$ cat config.mk
export PLATFORM = sky130hd
export DESIGN_NAME = ioexec_core
export DESIGN_NICKNAME = d
export VERILOG_FILES = /design/src/ioexec_pkg.sv /design/src/ioexec_core.sv
export VERILOG_INCLUDE_DIRS = /design/src
export SDC_FILE = /design/constraint.sdc
export NUM_CORES = 1
export LEC_CHECK = 0
export ABC_AREA = 0
export BUFFER_PORTS_ARGS = -buffer_cell sky130_fd_sc_hd__buf_2
export CAP_MARGIN = 20
export CELL_PAD_IN_SITES_DETAIL_PLACEMENT = 0
export CELL_PAD_IN_SITES_GLOBAL_PLACEMENT = 1
export CORE_MARGIN = 4
export CORE_UTILIZATION = 35
export CTS_CLUSTER_SIZE = 25
export DETAILED_ROUTE_END_ITERATION = 7
export GPL_ROUTABILITY_DRIVEN = 0
export PLACE_DENSITY = 0.88
export SYNTH_ARGS = -nofsm -noshare
export SYNTH_HDL_FRONTEND = slang
export SYNTH_SLANG_ARGS = --single-unit
$ cat constraint.sdc
create_clock -name clk -period 3.5 [get_ports clk]
set_input_delay 0.7 -clock clk [delete_from_list [all_inputs] [get_ports clk]]
set_output_delay 0.7 -clock clk [all_outputs]
set_load 0.02 [all_outputs]
$ cat src/ioexec_map.svh
// Holds opcodes, widths and reset values for the I/O instruction executor.
// Assumes inclusion by bare name from the package and the design module.
//
// Functional notes
// - Single-bit port write copies accumulator bit 0 to bit port; carry kept.
// - Port zero write (opcode 10_0010_0000) copies accumulator to port zero.
// - Port one write copies accumulator to port one in one cycle; carry kept.
// - Two-bit port write drives accumulator bits 1 and 0 onto port bits 1, 0.
// - OR opcode ORs accumulator with memory at data pointer into accumulator.
// - RAM back-up instruction, if armed by the enabling opcode, enters power-down state, one cycle, carry kept.
// - Rotate right through carry: carry into bit 3, bit 0 becomes carry.
`ifndef IOEXEC_MAP_SVH
`define IOEXEC_MAP_SVH

`define IOEXEC_OP_W        10
`define IOEXEC_OP_BITPORT  10'h21F
`define IOEXEC_OP_PORT0    10'h220
`define IOEXEC_OP_PORT1    10'h221
`define IOEXEC_OP_PORT2    10'h222
`define IOEXEC_OP_OR       10'h019
`define IOEXEC_OP_BACKUP   10'h008
`define IOEXEC_OP_ROTR     10'h01D
`define IOEXEC_OP_PDEN_DEF 10'h002
`define IOEXEC_NIB_W       4
`define IOEXEC_NIB_RST     4'h0
`define IOEXEC_P2_RST      2'h0
`define IOEXEC_BIT_RST     1'b0

`endif

$ cat src/ioexec_pkg.sv
// Holds the types shared by the I/O instruction executor.
// Assumes the constant header is on the include path.
`include "ioexec_map.svh"
package ioexec_pkg;
  typedef logic [`IOEXEC_OP_W-1:0] ioexec_op_t;
  typedef struct packed {
    logic [3:0] port_zero;
    logic [3:0] port_one;
    logic [1:0] two_bit;
    logic       bit_port;
  } ioexec_ports_t;
  typedef enum logic [1:0] {
    IOEXEC_PWR_RUN    = 2'b00,
    IOEXEC_PWR_ARMED  = 2'b01,
    IOEXEC_PWR_BACKUP = 2'b10
  } ioexec_pwr_t;
endpackage

$ cat src/ioexec_core.sv
// Executes the port output, OR, RAM back-up and rotate-right instructions.
// Assumes one opcode per cycle, qualified by instr_valid, and that memory
// data at the data pointer is presented combinationally.
`timescale 1ns/1ps
`include "ioexec_map.svh"
module ioexec_core
  import ioexec_pkg::*;
#(
  parameter logic [`IOEXEC_OP_W-1:0] PDEN_OP = `IOEXEC_OP_PDEN_DEF
) (
  // Clock and reset.
  input  wire logic          clk,
  input  wire logic          rst,
  // Instruction stream.
  input  wire logic          instr_valid,
  input  wire ioexec_op_t    instr,
  // Core state in.
  input  wire logic [3:0]    acc_in,
  input  wire logic          carry_in,
  input  wire logic [3:0]    mem_data,
  // Core state updates.
  output logic               acc_we,
  output logic [3:0]         acc_out,
  output logic               carry_we,
  output logic               carry_out,
  output logic               pc_advance,
  // Port latches and power state.
  output ioexec_ports_t      ports,
  output logic               backup_mode
);
  // ==========================================================================
  // Parameter checks.
  // The enabling opcode must differ from every opcode executed here, or one
  // word would do the other operation and never arm back-up.
  if ((PDEN_OP == `IOEXEC_OP_BITPORT) ||
      (PDEN_OP == `IOEXEC_OP_PORT0) ||
      (PDEN_OP == `IOEXEC_OP_PORT1) ||
      (PDEN_OP == `IOEXEC_OP_PORT2) ||
      (PDEN_OP == `IOEXEC_OP_OR) ||
      (PDEN_OP == `IOEXEC_OP_BACKUP) ||
      (PDEN_OP == `IOEXEC_OP_ROTR)) begin : g_pden_check
    $error("Enabling opcode aliases an executed opcode.");
  end

  // ==========================================================================
  // Decode.
  logic                   is_bit;
  logic                   is_p0;
  logic                   is_p1;
  logic                   is_p2;
  logic                   is_or;
  logic                   is_bk;
  logic                   is_rr;
  logic                   is_pden;

  always_comb begin
    is_bit  = 1'b0;
    is_p0   = 1'b0;
    is_p1   = 1'b0;
    is_p2   = 1'b0;
    is_or   = 1'b0;
    is_bk   = 1'b0;
    is_rr   = 1'b0;
    is_pden = 1'b0;
    if (instr_valid) begin
      case (instr)
        `IOEXEC_OP_BITPORT: begin
          is_bit = 1'b1;
        end
        `IOEXEC_OP_PORT0: begin
          is_p0 = 1'b1;
        end
        `IOEXEC_OP_PORT1: begin
          is_p1 = 1'b1;
        end
        `IOEXEC_OP_PORT2: begin
          is_p2 = 1'b1;
        end
        `IOEXEC_OP_OR: begin
          is_or = 1'b1;
        end
        `IOEXEC_OP_BACKUP: begin
          is_bk = 1'b1;
        end
        `IOEXEC_OP_ROTR: begin
          is_rr = 1'b1;
        end
        PDEN_OP: begin
          is_pden = 1'b1;
        end
        default: begin
        end
      endcase
    end
  end

  // ==========================================================================
  // Per-bit results of the two accumulator operations.
  logic [3:0]             or_res;
  logic [3:0]             rot_res;

  for (genvar b = 0; b < `IOEXEC_NIB_W; b++) begin : g_bit
    assign or_res[b] = acc_in[b] | mem_data[b];
    if (b == `IOEXEC_NIB_W - 1) begin : g_top
      assign rot_res[b] = carry_in;
    end else begin : g_low
      assign rot_res[b] = acc_in[b + 1];
    end
  end

  // ==========================================================================
  // Accumulator and carry results, handed back to the core in the same cycle.
  // Only OR and rotate ask for a write; every other opcode leaves both alone.
  always_comb begin
    acc_we    = 1'b0;
    acc_out   = acc_in;
    carry_we  = 1'b0;
    carry_out = carry_in;
    if (is_or) begin
      acc_we  = 1'b1;
      acc_out = or_res;
    end else if (is_rr) begin
      acc_we    = 1'b1;
      acc_out   = rot_res;
      carry_we  = 1'b1;
      carry_out = acc_in[0];
    end
  end

  // ==========================================================================
  // Program counter.
  // Every opcode here is one word, so each valid cycle moves the counter on,
  // including a back-up opcode that was not armed and so acts as a no-op.
  assign pc_advance = instr_valid;

  // ==========================================================================
  // Port output latches, one register per port.
  logic [3:0]             port_zero_q;
  logic [3:0]             port_one_q;
  logic [1:0]             two_bit_q;
  logic                   bit_port_q;

  always_ff @(posedge clk or posedge rst) begin
    if (rst) begin
      bit_port_q <= `IOEXEC_BIT_RST;
    end else if (is_bit) begin
      bit_port_q <= acc_in[0];
    end
  end

  always_ff @(posedge clk or posedge rst) begin
    if (rst) begin
      port_zero_q <= `IOEXEC_NIB_RST;
    end else if (is_p0) begin
      port_zero_q <= acc_in;
    end
  end

  always_ff @(posedge clk or posedge rst) begin
    if (rst) begin
      port_one_q <= `IOEXEC_NIB_RST;
    end else if (is_p1) begin
      port_one_q <= acc_in;
    end
  end

  always_ff @(posedge clk or posedge rst) begin
    if (rst) begin
      two_bit_q <= `IOEXEC_P2_RST;
    end else if (is_p2) begin
      two_bit_q <= acc_in[1:0];
    end
  end

  assign ports = {port_zero_q, port_one_q, two_bit_q, bit_port_q};

  // ==========================================================================
  // Power-down arming and RAM back-up state.
  // Arming lasts one instruction: an idle cycle or a repeated enabling opcode
  // keeps it, any other valid opcode drops it. Back-up holds until reset wakes the device.
  ioexec_pwr_t            pwr_q;
  ioexec_pwr_t            pwr_d;
  logic                   backup_q;

  always_comb begin
    pwr_d = pwr_q;
    unique case (pwr_q)
      IOEXEC_PWR_RUN: begin
        if (is_pden) begin
          pwr_d = IOEXEC_PWR_ARMED;
        end
      end
      IOEXEC_PWR_ARMED: begin
        if (is_bk) begin
          pwr_d = IOEXEC_PWR_BACKUP;
        end else if (instr_valid && !is_pden) begin
          pwr_d = IOEXEC_PWR_RUN;
        end
      end
      IOEXEC_PWR_BACKUP: begin
        pwr_d = IOEXEC_PWR_BACKUP;
      end
      default: begin
        pwr_d = IOEXEC_PWR_RUN;
      end
    endcase
  end

  always_ff @(posedge clk or posedge rst) begin
    if (rst) begin
      pwr_q <= IOEXEC_PWR_RUN;
    end else begin
      pwr_q <= pwr_d;
    end
  end

  always_ff @(posedge clk or posedge rst) begin
    if (rst) begin
      backup_q <= `IOEXEC_BIT_RST;
    end else begin
      backup_q <= (pwr_d == IOEXEC_PWR_BACKUP);
    end
  end

  assign backup_mode = backup_q;
endmodule

==> impl_results.md, run 1 <==
* Number of pins exceeding their max-slew limit in the final report at 0
* Type of element launching the critical path: input port
* Iteration count of the initial detailed-routing pass at 4
* Worst hold slack across all endpoints at around 0.45 ns
* Slew Limit Headroom at approximately 66%
* Number of flops mapped to enable cells by yosys at 0
* Final design utilization at ~48%
* Combined global-route utilization of all metal layers at 12.87%
* Antenna Cells at 0
* Clock Skew at 0.0001910 ns
* Vertical die dimension at around 56 microns
* Initial cell density of the core at 36.71%
* Type of the worst setup path: input port to primary output
* Avg Vias per Cell at around 5.2
* CTS Hold Buffers Added at 0
* Total Die Area at 3155 sq um
* Highest achievable clock rate at roughly 0.36 GHz
* Syn nets at 91
* End of the worst register-to-register path: backup_mode
* Number of buffers between clock root and the deepest sink at 2
* Library cell occupying the most area in the post-synthesis netlist: sky130_fd_sc_hd__dfrtp_1
* Avg WL per Cell at 13.90 microns
* Ratio of final minimum period to clock period at 80.33%
* Net count reported at finish at 134
* Setup crit end kind: primary output
* Slew @ Worst Pin at a little over 0.5 ns
* Data arrival time at the worst-slack endpoint at around 2.1 ns
* Iteration-0 DRC count of the detailed router at 2
* Depth of the CTS H-tree at 1
* Cell Area, Synth at just over 800 sq um
* Top-level I/O count at 42
* Total via count in the routed design at between 700 and 800
* Clock tree from TritonCTS: yes
* Final setup TNS at 0 ns
* Via count of the first global-routing pass at 770
* Clock buffers created by TritonCTS at 3
* Critical R2R Launch: pwr_q[0]
* Final critical-path required period at about 2.8 ns
* Library cells used by synthesis at 28
* CTS-repair resized insts at 0
* Number of antenna violations at the first check in global routing at 0
* Synthesis-to-finish area growth at 29.43%
* Count of buffers inserted at the top-level ports at ~40
* Worst VDD drop at roughly 0.00027 V
* Top library cells by usage in the layout, fill and taps aside: sky130_fd_sc_hd__buf_2 (41), sky130_fd_sc_hd__dfrtp_1 (14), sky130_fd_sc_hd__mux2_2 (12), sky130_fd_sc_hd__inv_1 (5)
* Placed wire-length estimate at between 1.5 and 2 mm
* Leakage power figure at 0.0005646 uW
* Placeable core region at around 2200 sq um
* Cell types occupying the most area after synthesis: sky130_fd_sc_hd__dfrtp_1 (43%), sky130_fd_sc_hd__mux2_2 (17%), sky130_fd_sc_hd__o2111ai_1 (3.2%)
* Outcome: finished clean
* Remaining design rule violation count at 0
* Total number of placement rows at 17
* Clock slew at the register clock pins of the worst setup and hold paths at 0.07 ns
* Post-DRT Antenna Nets at 0
* Sequential element share of the synthesized area at a little over two fifths
* Overall overflow remaining after global route at 0
* Data required time at the worst endpoint at 2.80 ns
* Most frequently used flop master after synthesis: sky130_fd_sc_hd__dfrtp_1
* Post-detailed-routing wire length at around 1.9 mm
* FF+latch count, synth at 14
* Chip width at between 50 and 60 microns
* Wire length of the first global-routing pass at roughly 3.3 mm
* Setup repair after global routing missed its margin: false
* Clock insertion delay at the later pin of the skew report at around 0.26 ns
* Final instance count without filler cells at roughly 140
* Maximum number of pins on one net before global-route repair at 15
* Setup Fix Bufs, Post-CTS at 0
* Hold Vio Cnt, Final at 0
* Slack of the worst reg-to-reg path at about 2.7 ns
* Number of setup violations in the final report at 0
* Cells after Synth at 69
* Highest fanout seen on the critical path at 12
* Max-cap viol count at 0
* Reg2reg path depth at 2
* Post-synth top area share at between 40% and 50%
* Share of async-settable or async-resettable flops after synthesis at 100.0%
* Post-Syn Area per Cell at between 10 and 15 sq um
* Fraction of final layout cells with drive strength greater than 1 at about three fifths
* Total placed cells including tap cells at about 140
* Pwr per Cell Area at about 280 nW/um^2
* Worst hold path type: input port to async pin
* Root buffer cell: sky130_fd_sc_hd__clkbuf_4
* Commonest non-fill, non-tap cell in the layout: sky130_fd_sc_hd__buf_2
* Clock sink count at 14
* Synthesis warning total at 0
-- final cells by class --
| class | count | area (sq um) |
|---|---|---|
| clock buffers | 3 | 22.52 |
| fillers | 231 | 1161 |
| inverters | 5 | 18.77 |
| multi-input cells | 46 | 411.6 |
| flip-flops and latches | 14 | 350.3 |
| well taps | 28 | 35.03 |
| repair buffers | 42 | 212.7 |
-- how the worst max path moves through the flow --
stage	start	end	slack, ns
2_1_floorplan	instr[7]	carry_out	1.0
3_3_place_gp	instr[7]	carry_out	0.74
3_5_place_dp	instr[7]	carry_out	0.69
6_report	instr[7]	carry_out	0.69
5_1_grt	instr[7]	carry_out	0.58
4_1_cts	instr[7]	carry_out	0.68
-- registers in the layout, indices dropped and copies added, names as in the netlist --
register	flops
bit_port_q	1
pwr_q	2
backup_mode	1
port_zero_q	4
two_bit_q	2
port_one_q	4
-- cell usage after synthesis, drive strengths merged (2+ instances only) --
master / number
a22oi: 3
o2111ai: 3
nand2b: 2
buf: 4
inv: 5
mux2: 12
dfrtp: 14
a21oi: 2
o31ai: 2
and4b: 4
and4bb: 2
nor3: 2
nand4: 3
-- metrics by stage --
step / total power, uW / worst slack [ns] / area [sq um]
after floorplan: 192.8 / 0.9951 / 812.0
after global placement: 217.3 / 0.7388 / 1028
after detailed placement: 218.1 / 0.6882 / 1028
after CTS: 299.9 / 0.6844 / 1051
after global routing: 311.0 / 0.5829 / 1051
final: 295.6 / 0.6885 / 1051
-- layer usage --
metal	routed length (microns)	vias to the layer above	GRT usage, %
li1	-	344	-
met1	852	346	15.95
met2	949	22	21.87
met3	117	0	2.320
met4	0	0	5.085
met5	0	-	0
-- worst max-delay path, cell delays in order --
cell,delay [ns]
sky130_fd_sc_hd__buf_2,0.11
sky130_fd_sc_hd__nor4b_4,0.25
sky130_fd_sc_hd__buf_4,0.20
sky130_fd_sc_hd__and4b_1,0.33
sky130_fd_sc_hd__mux2_2,0.36
sky130_fd_sc_hd__buf_2,0.16
-- report_power, final --
group | switching (uW) | internal [uW] | leakage, uW | total, uW
logic | 29.3 | 21.3 | 0.000366 | 50.5
registers | 0.911 | 164 | 0.000185 | 164
clock network | 40.9 | 39.7 | 0.0000138 | 80.6
-- cell families (layout without fill, tap and decap cells) --
family / Yosys count / in the layout / synth area share (%)
AO/OA/AOI/OAI: 11 / 11 / 10.17
buffers and inverters: 9 / 50 / 6.162
flip-flops: 14 / 14 / 43.14
multiplexers: 12 / 12 / 16.64
AND/OR/NAND/NOR: 23 / 23 / 23.88
Note: power is estimated with default switching activity, not from simulation.
==> run 2: changes to the inputs <==
--- a/config.mk
+++ b/config.mk
@@ -12,11 +12,11 @@
 export CELL_PAD_IN_SITES_DETAIL_PLACEMENT = 0
 export CELL_PAD_IN_SITES_GLOBAL_PLACEMENT = 1
 export CORE_MARGIN = 4
-export CORE_UTILIZATION = 35
+export CORE_UTILIZATION = 29
 export CTS_CLUSTER_SIZE = 25
 export DETAILED_ROUTE_END_ITERATION = 7
 export GPL_ROUTABILITY_DRIVEN = 0
-export PLACE_DENSITY = 0.88
+export PLACE_DENSITY = 0.78
 export SYNTH_ARGS = -nofsm -noshare
 export SYNTH_HDL_FRONTEND = slang
 export SYNTH_SLANG_ARGS = --single-unit
==> constraint.sdc (replaced) <==
create_clock -name clk -period 2.4 [get_ports clk]
set_input_delay 0.48 -clock clk [delete_from_list [all_inputs] [get_ports clk]]
set_output_delay 0.48 -clock clk [all_outputs]
set_load 0.02 [all_outputs]
==> impl_results.md, run 2 (same netlist as run 1, synthesis figures left out) <==
* Iteration count of the initial detailed-routing pass at 3
* Clock tree from TritonCTS: yes
* Top library cells by usage in the layout, fill and taps aside: sky130_fd_sc_hd__buf_2 (41), sky130_fd_sc_hd__dfrtp_1 (14), sky130_fd_sc_hd__mux2_2 (12), sky130_fd_sc_hd__inv_1 (5)
* Total via count in the routed design at slightly above 700
* Post-Place Cell Area at approximately 1000 sq um
* Ratio of final minimum period to clock period at between 80 and 90%
* Clock buffers created by TritonCTS at 3
* Commonest non-fill, non-tap cell in the layout: sky130_fd_sc_hd__buf_2
* Internal Power at 362.5 uW
* Switching part of the total power at around a quarter
* Sequence of cells on the critical path: buf_2 -> nor4b_4 -> and4b_1 -> mux2_2 -> buf_2
* Max-cap viol count at 0
* Placed wire-length estimate at around 1.7 mm
* Highest achievable clock rate at roughly 0.47 GHz
* Cell at the slowest stage of the critical path: sky130_fd_sc_hd__mux2_2
* Type of element launching the critical path: input port
* Vertical die dimension at slightly above 60 microns
* Number of setup violations in the final report at 0
* Overall overflow remaining after global route at 0
* Count of buffering cells on the critical path with inverters included at 2
* Number of buffers between clock root and the deepest sink at 2
* Initial cell density of the core at 31.63%
* Setup Fix Bufs, Post-CTS at 0
* Final critical-path required period at between 2 and 2.5 ns
* Worst hold path type: input port to async pin
* CTS Hold Buffers Added at 0
* Clk pwr share at between 30% and 40%
* Data required time at the worst endpoint at about 1.9 ns
* Worst VDD drop at between 0.0003 and 0.0004 V
* Highest fanout seen on the critical path at 2
* Type of the worst setup path: input port to primary output
* Top flop regs: port_one_q: 4 flops, port_zero_q: 4 flops
* Total number of placement rows at 18
* Number of antenna violations at the first check in global routing at 0
* Root buffer cell: sky130_fd_sc_hd__clkbuf_4
* Placeable core region at between 2000 and 3000 sq um
* Clock slew at the register clock pins of the worst setup and hold paths at ~0.08 ns
* Iteration-0 DRC count of the detailed router at 4
* Hold Vio Cnt, Final at 0
* Setup crit end kind: primary output
* Max incr delay on CP at roughly 0.34 ns
* Setup repair after global routing missed its margin: false
* Clock insertion delay at the later pin of the skew report at 0.26 ns
* Final setup TNS at 0 ns
* Post-detailed-routing wire length at about 2.0 mm
* Combinational Power Share at between 10% and 20%
* Combined global-route utilization of all metal layers at roughly 12%
* Chip width at ~61 microns
* Fraction of final layout cells with drive strength greater than 1 at between 60% and 70%
* Area occupied by multi-input gates at 411.6 sq um
* Total placed cells including tap cells at about 140
* Avg WL per Cell at around 14 microns
* CTS-repair resized insts at 0
* Clock sink count at 14
* Avg Vias per Cell at slightly below 5
* Outcome: finished clean
* Power consumption at 472.5 uW
* Filler cell count in the final layout at 274
* Psw at 110.0 uW
* Wire length of the first global-routing pass at about 3.2 mm
* Top-level I/O count at 42
* Data arrival time at the worst-slack endpoint at approximately 1.6 ns
* Pwr per Cell Area at ~440 nW/um^2
* Worst hold slack across all endpoints at between 0.2 and 0.25 ns
* Net count reported at finish at ~140
* Category of cells accounting for the largest share of critical-path delay: simple AND/OR/NAND/NOR gates
* Clock Skew at about 0.000070 ns
* Depth of the CTS H-tree at 1
* Count of buffers inserted at the top-level ports at between 40 and 50
* Via count of the first global-routing pass at 727
* Maximum number of pins on one net before global-route repair at 15
* Slew @ Worst Pin at ~0.53 ns
* CP most frequent cell: sky130_fd_sc_hd__buf_2
* Sequential fraction of design power at about 51%
* Slew Limit Headroom at 64.44%
* Synthesis-to-finish area growth at 33.28%
* Number of pins exceeding their max-slew limit in the final report at 0
* Final instance count without filler cells at between 100 and 150
* Total Die Area at 3711 sq um
* Antenna Cells at 0
* Register area at around 350 sq um
* Leakage power figure at 0.0005824 uW
* Final Instance Area at ~1100 sq um
* Remaining design rule violation count at 0
* Post-DRT Antenna Nets at 0
## run 2: changes by cell type in the layout (fill, tap and decap cells not counted), sizes merged
cell    change
buf         +2
clkbuf      +1
## run 2: cell type report
type | count | share of cell area (%)
Clock buffer | 4 | 3.353
Multi-Input combinational cell | 46 | 38.03
Timing Repair Buffer | 44 | 21.04
Sequential cell | 14 | 32.37
Inverter | 5 | 1.734
Tap cell | 30 | 3.468
## run 2: path summary, 6_finish.rpt
kind	start	to	slack [ns]	cells past startpoint
worst max register to register	pwr_q[0]	pwr_q[1]	1.60	2
worst min-delay path	rst	pwr_q[0]	0.24	2
worst min register to register	pwr_q[1]	pwr_q[0]	0.49	1
worst max-delay path	instr[7]	carry_out	0.28	5
min in group clk	acc_in[2]	port_one_q[2]	0.48	2
max in group asynchronous	rst	port_one_q[2]	1.81	2
## run 2: per-stage QoR
step	setup WS, ns	util, %
2_1_floorplan	0.3351	-
3_3_place_gp	0.2671	40.74
3_5_place_dp	0.2663	40.74
4_1_cts	0.2660	42.15
5_1_grt	0.1864	42.15
6_report	0.2812	42.15
## run 2: power by group through the flow
| stage | sequential (uW) | clock [uW] | combinational (uW) |
|---|---|---|---|
| 3_3_place_gp | 244 | 0 | 74.2 |
| 3_5_place_dp | 245 | 0 | 76.0 |
| 4_1_cts | 240 | 167 | 76.0 |
| 2_1_floorplan | 248 | 0 | 33.7 |
| 5_1_grt | 240 | 174 | 83.6 |
| 6_report | 240 | 158 | 75.0 |
## run 2: layer usage
layer	routed length, microns	global-route usage [%]	part of all wire, %
met1	860	13.84	42
met4	0	4.025	0
met3	129	2.553	6.3
met5	0	0	0
met2	1060	20.31	52
